### src/mis_consts.svh
// Register offsets, field positions and reset values for the status block
`ifndef MIS_CONSTS_SVH
`define MIS_CONSTS_SVH

// ---------------------------------------------------------------
// Register offsets
// ---------------------------------------------------------------
`define MIS_ADDR_STATUS_ONE   8'h41
`define MIS_ADDR_STATUS_TWO   8'h42
`define MIS_ADDR_MASK_ONE     8'h70
`define MIS_ADDR_MASK_TWO     8'h71

// ---------------------------------------------------------------
// Reset values
// ---------------------------------------------------------------
`define MIS_STATUS_RESET      8'h00
`define MIS_MASK_RESET        8'h00
`define MIS_RDATA_IDLE        8'h00

// ---------------------------------------------------------------
// Status one fields
// ---------------------------------------------------------------
`define MIS_S1_VOLT_LSB       0
`define MIS_S1_TEMP_LSB       4
`define MIS_S1_ANY_TWO        7

// ---------------------------------------------------------------
// Status two fields
// ---------------------------------------------------------------
`define MIS_S2_TWELVE_V       0
`define MIS_S2_OVERTEMP       1
`define MIS_S2_FAN_LSB        2
`define MIS_S2_DIODE_LSB      6

// ---------------------------------------------------------------
// Channel counts and hysteresis
// ---------------------------------------------------------------
`define MIS_NUM_VOLT          5
`define MIS_NUM_TEMP          3
`define MIS_NUM_FAN           4
`define MIS_NUM_PWM           3
`define MIS_NUM_DIODE         2
`define MIS_OVT_HYST_DEG      9'sd4

`endif

### src/mis_pkg.sv
// Types shared by the status block
package mis_pkg;
  typedef logic [7:0]  mis_byte_type;
  typedef logic [15:0] mis_word_type;
endpackage : mis_pkg

### src/mis_limit_cmp.sv
// Window comparator: high above limit, low at or below limit
`timescale 1ns/1ps
module mis_limit_cmp #(
  parameter int W = 8
) (
  input  wire logic [W-1:0] i_value,
  input  wire logic [W-1:0] i_low,
  input  wire logic [W-1:0] i_high,
  input  wire logic         i_low_en,
  output logic              o_out
);
  // strict above, low inclusive
  assign o_out = (i_value > i_high) || (i_low_en && (i_value <= i_low));
endmodule : mis_limit_cmp

### src/mis_flag_bank.sv
// Sticky flags that clear on a read once their condition has gone
`timescale 1ns/1ps
module mis_flag_bank #(
  parameter int N = 8
) (
  input  wire logic         i_clock,
  input  wire logic         i_rstn,
  input  wire logic [N-1:0] i_set,
  input  wire logic [N-1:0] i_hold,
  input  wire logic         i_read,
  output logic      [N-1:0] o_flags
);
  logic [N-1:0] flags_r;
  logic [N-1:0] flags_nxt;

  genvar g;
  generate
    for (g = 0; g < N; g++) begin : g_bit
      // read clears only once condition gone; set wins
      assign flags_nxt[g] = i_set[g] |
                            (flags_r[g] & ~(i_read & ~i_hold[g]));
    end
  endgenerate

  always_ff @(posedge i_clock) begin
    if (!i_rstn) begin
      flags_r <= '0;
    end else begin
      flags_r <= flags_nxt;
    end
  end

  assign o_flags = flags_r;
endmodule : mis_flag_bank

### src/mis_status.sv
// Interrupt status registers of the hardware monitor, with mask and irq
`timescale 1ns/1ps
`include "mis_consts.svh"

// Notes on behaviour
// Status one bits 0-3 latch 2.5 V, core, own supply, 5 V limit events.
// Status one bits 4-6 latch remote one, local, remote two temp events.
// Limit flags hold until read; read clears only if condition gone.
// Status one bit 7 reads as OR of all status two bits.
// Status one sits at 0x41 and resets to zero.
// Status two at 0x42; bit 0 latches 12 V limit events.
// Status two bit 1 sets when any temp exceeds its overtemp limit.
// Overtemp flag clears on read only below limit minus four degrees.
// Status two bits 2-5 latch fans one to four slow or stalled.
// Fans one to three flags suppressed while matching drive is off.
// Fan four flag suppressed while third drive is off.
// Status two bits 6-7 latch diode one and two open or short.
// High event is strictly above limit; low event at or below.
// Fan slow when tach count exceeds minimum limit by one or more.
// Writes to either status register are ignored.
// Fan and diode flags also clear on read only once condition gone.
module mis_status (
  input  wire logic                 i_clock,
  input  wire logic                 i_rstn,
  input  wire mis_pkg::mis_byte_type i_addr,
  input  wire mis_pkg::mis_byte_type i_wdata,
  input  wire logic                 i_wr,
  input  wire logic                 i_rd,
  output mis_pkg::mis_byte_type     o_rdata,
  output logic                      o_irq,
  input  wire logic [39:0]          i_volt_value,
  input  wire logic [39:0]          i_volt_low,
  input  wire logic [39:0]          i_volt_high,
  input  wire logic [23:0]          i_temp_value,
  input  wire logic [23:0]          i_temp_low,
  input  wire logic [23:0]          i_temp_high,
  input  wire logic [23:0]          i_overtemp_limit,
  input  wire logic [63:0]          i_tach_count,
  input  wire logic [63:0]          i_tach_min,
  input  wire logic [2:0]           i_pwm_on,
  input  wire logic [1:0]           i_diode_fault
);
  import mis_pkg::*;

  // ---------------------------------------------------------------
  // Declarations
  // ---------------------------------------------------------------
  logic [4:0]   volt_ev;
  logic [2:0]   temp_ev;
  logic [3:0]   fan_slow;
  logic [3:0]   fan_ev;
  logic [2:0]   ovt_over;
  logic [2:0]   ovt_band;
  logic         ovt_set;
  logic         ovt_hold;
  logic [6:0]   set_one;
  logic [7:0]   set_two;
  logic [7:0]   hold_two;
  logic [6:0]   flags_one;
  logic [7:0]   flags_two;
  logic         any_two;
  mis_byte_type status_one_val;
  mis_byte_type mask_one_r;
  mis_byte_type mask_one_nxt;
  mis_byte_type mask_two_r;
  mis_byte_type mask_two_nxt;
  mis_byte_type rdata_r;
  mis_byte_type rdata_nxt;
  mis_byte_type read_mux;
  logic         sel_one;
  logic         sel_two;
  logic         sel_mask_one;
  logic         sel_mask_two;
  logic         read_one;
  logic         read_two;

  // ---------------------------------------------------------------
  // Voltage comparators
  // ---------------------------------------------------------------
  genvar v;
  generate
    for (v = 0; v < `MIS_NUM_VOLT; v++) begin : g_volt
      // voltage window check
      mis_limit_cmp #(.W(8)) u_cmp (
        .i_value  (i_volt_value[v*8 +: 8]),
        .i_low    (i_volt_low[v*8 +: 8]),
        .i_high   (i_volt_high[v*8 +: 8]),
        .i_low_en (1'b1),
        .o_out    (volt_ev[v])
      );
    end
  endgenerate

  // ---------------------------------------------------------------
  // Temperature comparators
  // ---------------------------------------------------------------
  // Readings are two's complement; flipping the sign bit lets the
  // unsigned comparator order them correctly.
  genvar t;
  generate
    for (t = 0; t < `MIS_NUM_TEMP; t++) begin : g_temp
      logic signed [8:0] temp_ext;
      logic signed [8:0] lim_ext;
      // temperature window check
      mis_limit_cmp #(.W(8)) u_cmp (
        .i_value  (i_temp_value[t*8 +: 8] ^ 8'h80),
        .i_low    (i_temp_low[t*8 +: 8] ^ 8'h80),
        .i_high   (i_temp_high[t*8 +: 8] ^ 8'h80),
        .i_low_en (1'b1),
        .o_out    (temp_ev[t])
      );
      assign temp_ext = {i_temp_value[t*8+7], i_temp_value[t*8 +: 8]};
      assign lim_ext  = {i_overtemp_limit[t*8+7],
                         i_overtemp_limit[t*8 +: 8]};
      // above overtemp limit
      assign ovt_over[t] = temp_ext > lim_ext;
      // not yet below limit minus four; widened so it cannot wrap
      assign ovt_band[t] = temp_ext >= (lim_ext - `MIS_OVT_HYST_DEG);
    end
  endgenerate

  assign ovt_set  = |ovt_over;
  assign ovt_hold = |ovt_band;

  // ---------------------------------------------------------------
  // Fan comparators
  // ---------------------------------------------------------------
  genvar f;
  generate
    for (f = 0; f < `MIS_NUM_FAN; f++) begin : g_fan
      // count above minimum means slow
      mis_limit_cmp #(.W(16)) u_cmp (
        .i_value  (i_tach_count[f*16 +: 16]),
        .i_low    (16'h0000),
        .i_high   (i_tach_min[f*16 +: 16]),
        .i_low_en (1'b0),
        .o_out    (fan_slow[f])
      );
    end
  endgenerate

  // gate fans one to three by own drive
  assign fan_ev[2:0] = fan_slow[2:0] & i_pwm_on[2:0];
  // fan four shares the third drive
  assign fan_ev[3]   = fan_slow[3] & i_pwm_on[2];

  // ---------------------------------------------------------------
  // Address decode
  // ---------------------------------------------------------------
  // status register addresses
  assign sel_one      = i_addr == `MIS_ADDR_STATUS_ONE;
  assign sel_two      = i_addr == `MIS_ADDR_STATUS_TWO;
  assign sel_mask_one = i_addr == `MIS_ADDR_MASK_ONE;
  assign sel_mask_two = i_addr == `MIS_ADDR_MASK_TWO;
  assign read_one     = i_rd && sel_one;
  assign read_two     = i_rd && sel_two;

  // ---------------------------------------------------------------
  // Status flags
  // ---------------------------------------------------------------
  // voltage bits into status one
  assign set_one = {temp_ev, volt_ev[3:0]};

  // status two layout
  assign set_two = {i_diode_fault, fan_ev, ovt_set, volt_ev[4]};
  // fan and diode flags hold while condition stays
  assign hold_two = {i_diode_fault, fan_ev, ovt_hold, volt_ev[4]};

  // clear on read of status one
  mis_flag_bank #(.N(7)) u_flags_one (
    .i_clock (i_clock),
    .i_rstn  (i_rstn),
    .i_set   (set_one),
    .i_hold  (set_one),
    .i_read  (read_one),
    .o_flags (flags_one)
  );

  // overtemp hold uses hysteresis band
  mis_flag_bank #(.N(8)) u_flags_two (
    .i_clock (i_clock),
    .i_rstn  (i_rstn),
    .i_set   (set_two),
    .i_hold  (hold_two),
    .i_read  (read_two),
    .o_flags (flags_two)
  );

  // summary of second register
  assign any_two        = |flags_two;
  assign status_one_val = {any_two, flags_one};

  // ---------------------------------------------------------------
  // Mask registers
  // ---------------------------------------------------------------
  // only masks take writes; status writes fall through
  assign mask_one_nxt = (i_wr && sel_mask_one) ? i_wdata : mask_one_r;
  assign mask_two_nxt = (i_wr && sel_mask_two) ? i_wdata : mask_two_r;

  always_ff @(posedge i_clock) begin
    if (!i_rstn) begin
      mask_one_r <= `MIS_MASK_RESET;
      mask_two_r <= `MIS_MASK_RESET;
    end else begin
      mask_one_r <= mask_one_nxt;
      mask_two_r <= mask_two_nxt;
    end
  end

  // ---------------------------------------------------------------
  // Read path
  // ---------------------------------------------------------------
  // Data is captured at the same edge the flags clear, so software
  // always sees the value that caused the clear.
  assign read_mux = sel_one      ? status_one_val :
                    sel_two      ? flags_two      :
                    sel_mask_one ? mask_one_r     :
                    sel_mask_two ? mask_two_r     :
                    `MIS_RDATA_IDLE;
  assign rdata_nxt = i_rd ? read_mux : `MIS_RDATA_IDLE;

  always_ff @(posedge i_clock) begin
    if (!i_rstn) begin
      rdata_r <= `MIS_RDATA_IDLE;
    end else begin
      rdata_r <= rdata_nxt;
    end
  end

  assign o_rdata = rdata_r;

  // ---------------------------------------------------------------
  // Interrupt
  // ---------------------------------------------------------------
  // Bit 7 of status one is masked like the others, so software may
  // take status two events through one mask bit.
  assign o_irq = |(status_one_val & mask_one_r) |
                 |(flags_two & mask_two_r);
endmodule : mis_status

### config.mk
export PLATFORM = sky130hd
export DESIGN_NAME = mis_status
export DESIGN_NICKNAME = d
export VERILOG_FILES = /design/src/mis_pkg.sv /design/src/mis_limit_cmp.sv /design/src/mis_flag_bank.sv /design/src/mis_status.sv
export VERILOG_INCLUDE_DIRS = /design/src /design/src/src
export SDC_FILE = /design/constraint.sdc
export NUM_CORES = 1
export LEC_CHECK = 0
export BUFFER_PORTS_ARGS = -buffer_cell sky130_fd_sc_hd__clkbuf_2
export CAP_MARGIN = 25
export CORE_AREA = 2 2 145 147
export CTS_CLUSTER_SIZE = 28
export DETAILED_ROUTE_END_ITERATION = 10
export DIE_AREA = 0 0 147 149
export GPL_TIMING_DRIVEN = 0
export PLACE_DENSITY = 0.78
export SETUP_SLACK_MARGIN = 0.02
export SLEW_MARGIN = 10
export SYNTH_ARGS = -nofsm -noshare
export SYNTH_HDL_FRONTEND = slang
export SYNTH_SLANG_ARGS = --single-unit
### constraint.sdc
create_clock -name i_clock -period 4 [get_ports i_clock]
set_input_delay 0.8 -clock i_clock [delete_from_list [all_inputs] [get_ports i_clock]]
set_output_delay 0.8 -clock i_clock [all_outputs]
set_load 0.01 [all_outputs]
==> results.sh <==
export IMPL_final_nets=1979
export IMPL_startpoint="i_overtemp_limit[10]"
export IMPL_post_cts_buffers=0
export IMPL_slew_headroom_pct=48.5
export IMPL_design_die_area_um2=21900
export IMPL_hold_buffers=0
export IMPL_drive_above_1_share_pct=28.7
export IMPL_synth_most_common_cell="ha_1"
export IMPL_reg2reg_setup_slack_ns=2.62
export IMPL_syn_avg_cell_area_um2=7.70
export IMPL_drtAntennaViolNets=0
export IMPL_seq_area_frac_synth_pct=10.3
export IMPL_reg2regPathDepth=4
export IMPL_vias=8366
export IMPL_timing_setup_tns_ns=0
export IMPL_ios=378
export IMPL_placed_cells=1638
export IMPL_final_cells=1647
export IMPL_finalPower_uw=1680
export IMPL_totalWireLength_mm=24.2
export IMPL_hp_class="reg2reg"
export IMPL_placed_cell_area_um2=9820
export IMPL_netlist_top_cells_area="ha_1, inv_1, dfxtp_1"
export IMPL_reg2reg_to="o_rdata[7]$_SDFF_PN0_"
export IMPL_reg2reg_from="u_flags_two.o_flags[1]$_SDFF_PN0_"
export IMPL_drc=0
export IMPL_grt_pass1_vias=8471
export IMPL_grt_pass1_wl_mm=38.2
export IMPL_synthArstFlopShare_pct=0
export IMPL_dr_pass1_iters=8
export IMPL_place_ws_ns=0.612
export IMPL_syn2layout_area_growth_pct=31.4
export IMPL_period_needed_ns=3.08
export IMPL_track_usage_pct=21.4
export IMPL_yosysTopAreaCell="ha_1"
export IMPL_ys_ff_latch=39
export IMPL_cp_start_kind="primary input"
export IMPL_yosysTopAreaCellShare_pct=39.5
export IMPL_maxSlewViolCount=0
export IMPL_p_per_area_nw_per_um2=168
export IMPL_synth_ff_type="dfxtp_1"
export IMPL_path_class="in2reg"
export IMPL_clkTransAtPathRegs_ns=0.06
export IMPL_fillers=2014
export IMPL_cts_tree="built"
export IMPL_cp_end_kind="register"
export IMPL_cts_max_path_buffers=2
export IMPL_gp_congestion=0.939
export IMPL_cts_made_buffers=5
export IMPL_syn_num_nets=1596
export IMPL_power_leakage_uw=0.00599
export IMPL_synth_yosys_warnings=0
export IMPL_dp_hpwl_mm=21.9
export IMPL_ctsResizeCount=0
export IMPL_synth_cells=987
export IMPL_routedWlPerCell_um=14.7
export IMPL_clkLatencyLatePin_ns=0.29
export IMPL_synthDistinctLibCells=52
export IMPL_hold_viol=0
export IMPL_num_rows=53
export IMPL_die_height_um=149
export IMPL_synth_edff_count=0
export IMPL_initial_core_util_pct=37.0
export IMPL_worst_slew_pin_transition_ns=0.770
export IMPL_viasPerCell=5.08
export IMPL_cts_num_sinks=39
export IMPL_fmax_ghz=0.324
export IMPL_arrival_ns=3.26
export IMPL_core_area_um2=20600
export IMPL_setup_ws_ns=0.916
export IMPL_grt_overflow_total=0
export IMPL_clock_skew_ns=0.00512
export IMPL_maxCapViolCount=0
export IMPL_yosys_top_cells_count="ha_1, inv_1, a21oi_1"
export IMPL_grt_setup_unrepaired="false"
export IMPL_syn_area_um2=7600
export IMPL_portBuffers=376
export IMPL_setup_violations=0
export IMPL_h_tree_depth=2
export IMPL_grt_max_degree=13
export IMPL_critical_path_max_fanout=3
export IMPL_ir_drop_uv=137
export IMPL_cp_endpoint="u_flags_two.o_flags[1]$_SDFF_PN0_"
export IMPL_min_period_over_period_pct=77.1
export IMPL_antenna_found_initial=1
export IMPL_drtIter0Drc=259
export IMPL_final_area_um2=9980
export IMPL_root_buffer="clkbuf_16"
export IMPL_required_ns=4.18
export IMPL_status="complete, no violations"
export IMPL_dieWidth_um=147
==> how the worst min path moves through the flow <==
stage                                     startpoint                          to  slack (ns)  cells past startpoint
final                     mask_two_r[0]$_SDFFE_PN0P_  mask_two_r[0]$_SDFFE_PN0P_        0.47                      2
after floorplan           mask_one_r[2]$_SDFFE_PN0P_       o_rdata[2]$_SDFF_PN0_        0.44                      2
after detailed placement  mask_two_r[1]$_SDFFE_PN0P_  mask_two_r[1]$_SDFFE_PN0P_        0.47                      2
after CTS                 mask_two_r[1]$_SDFFE_PN0P_  mask_two_r[1]$_SDFFE_PN0P_        0.47                      2
after global placement    mask_two_r[4]$_SDFFE_PN0P_  mask_two_r[4]$_SDFFE_PN0P_        0.46                      2
after global routing      mask_two_r[0]$_SDFFE_PN0P_  mask_two_r[0]$_SDFFE_PN0P_        0.49                      2
==> layer usage <==
layer | share of wire [%] | GRT usage, % | vias up
met4 | 2.3 | 6.63 | 0
met3 | 6.5 | 4.10 | 39
met1 | 41 | 24.4 | 3763
met5 | 0 | 0 | -
met2 | 50 | 40.4 | 284
li1 | - | - | 4280
==> report_power, final <==
part / leakage, uW / internal (uW) / switching [uW]
combinational: 0.00560 / 417 / 404
clock: 0.0000761 / 265 / 165
sequential: 0.000319 / 403 / 20.7
==> cells by family (layout without fill, tap and decap cells) <==
logic type / count (synthesis) / count (layout) / synth area share, %
compound gates: 253 / 253 / 21.5
xor+xnor: 12 / 12 / 1.38
fa+ha+maj: 240 / 240 / 39.5
buf+inv: 225 / 609 / 11.2
flops: 39 / 39 / 10.3
mux: 8 / 8 / 1.05
other cells: 0 / 1 / 0
simple gates: 210 / 210 / 15.1
==> per-stage QoR <==
stage               util [%]  hold slack [ns]
global placement        47.8            0.462
finish                  48.6            0.474
global route            48.6            0.488
floorplan                  -            0.444
CTS                     48.6            0.475
detailed placement      47.8            0.466
==> area by class of cell <==
type | count | area (um2) | area share, %
clock buffer | 7 | 153 | 1.53
tap | 275 | 344 | 3.45
antenna | 1 | 2.50 | 0.0251
buffer | 7 | 31.3 | 0.313
timing repair buffer | 376 | 1880 | 18.8
clock inverter | 1 | 7.51 | 0.0752
sequential | 39 | 781 | 7.82
multi-input combinational | 723 | 5970 | 59.7
inverter | 218 | 818 | 8.20
==> state kept, by name, summed over array words and instances (netlist names) <==
| register | flops |
|---|---|
| u_flags_two.o_flags | 8 |
| mask_one_r | 8 |
| u_flags_one.o_flags | 7 |
| mask_two_r | 8 |
| o_rdata | 8 |
==> critical path, stage by stage <==
cell and delay [ns]:
clkbuf_2 0.10, inv_1 0.09, ha_1 0.22, nand2_1 0.09, xnor2_1 0.13, ha_1 0.30, a21o_1 0.21, a2111oi_4 0.36
o2111a_1 0.24, a221oi_1 0.08, o41a_1 0.34, o41a_1 0.30
==> cell usage in the layout (no fill, tap or decap), types with 4 or more instances in the layout <==
cell type    n
a31oi_1     10
nand2b_1    17
o22ai_1      9
nor3_1       8
a21o_1      44
clkbuf_2   376
a222oi_1     9
nand4_1     49
xnor2_1     12
clkbuf_16    5
or2_2        4
and4_1       4
nor2b_1     32
mux2i_1      8
o21a_1      14
ha_1       240
nand3_1     22
a22oi_1      7
dfxtp_1     39
inv_1      217
nor2_1      33
nand2_1     30
a21oi_1     83
o21ai_0     46
clkbuf_1     5
Note: power is estimated with default switching activity, not from simulation.
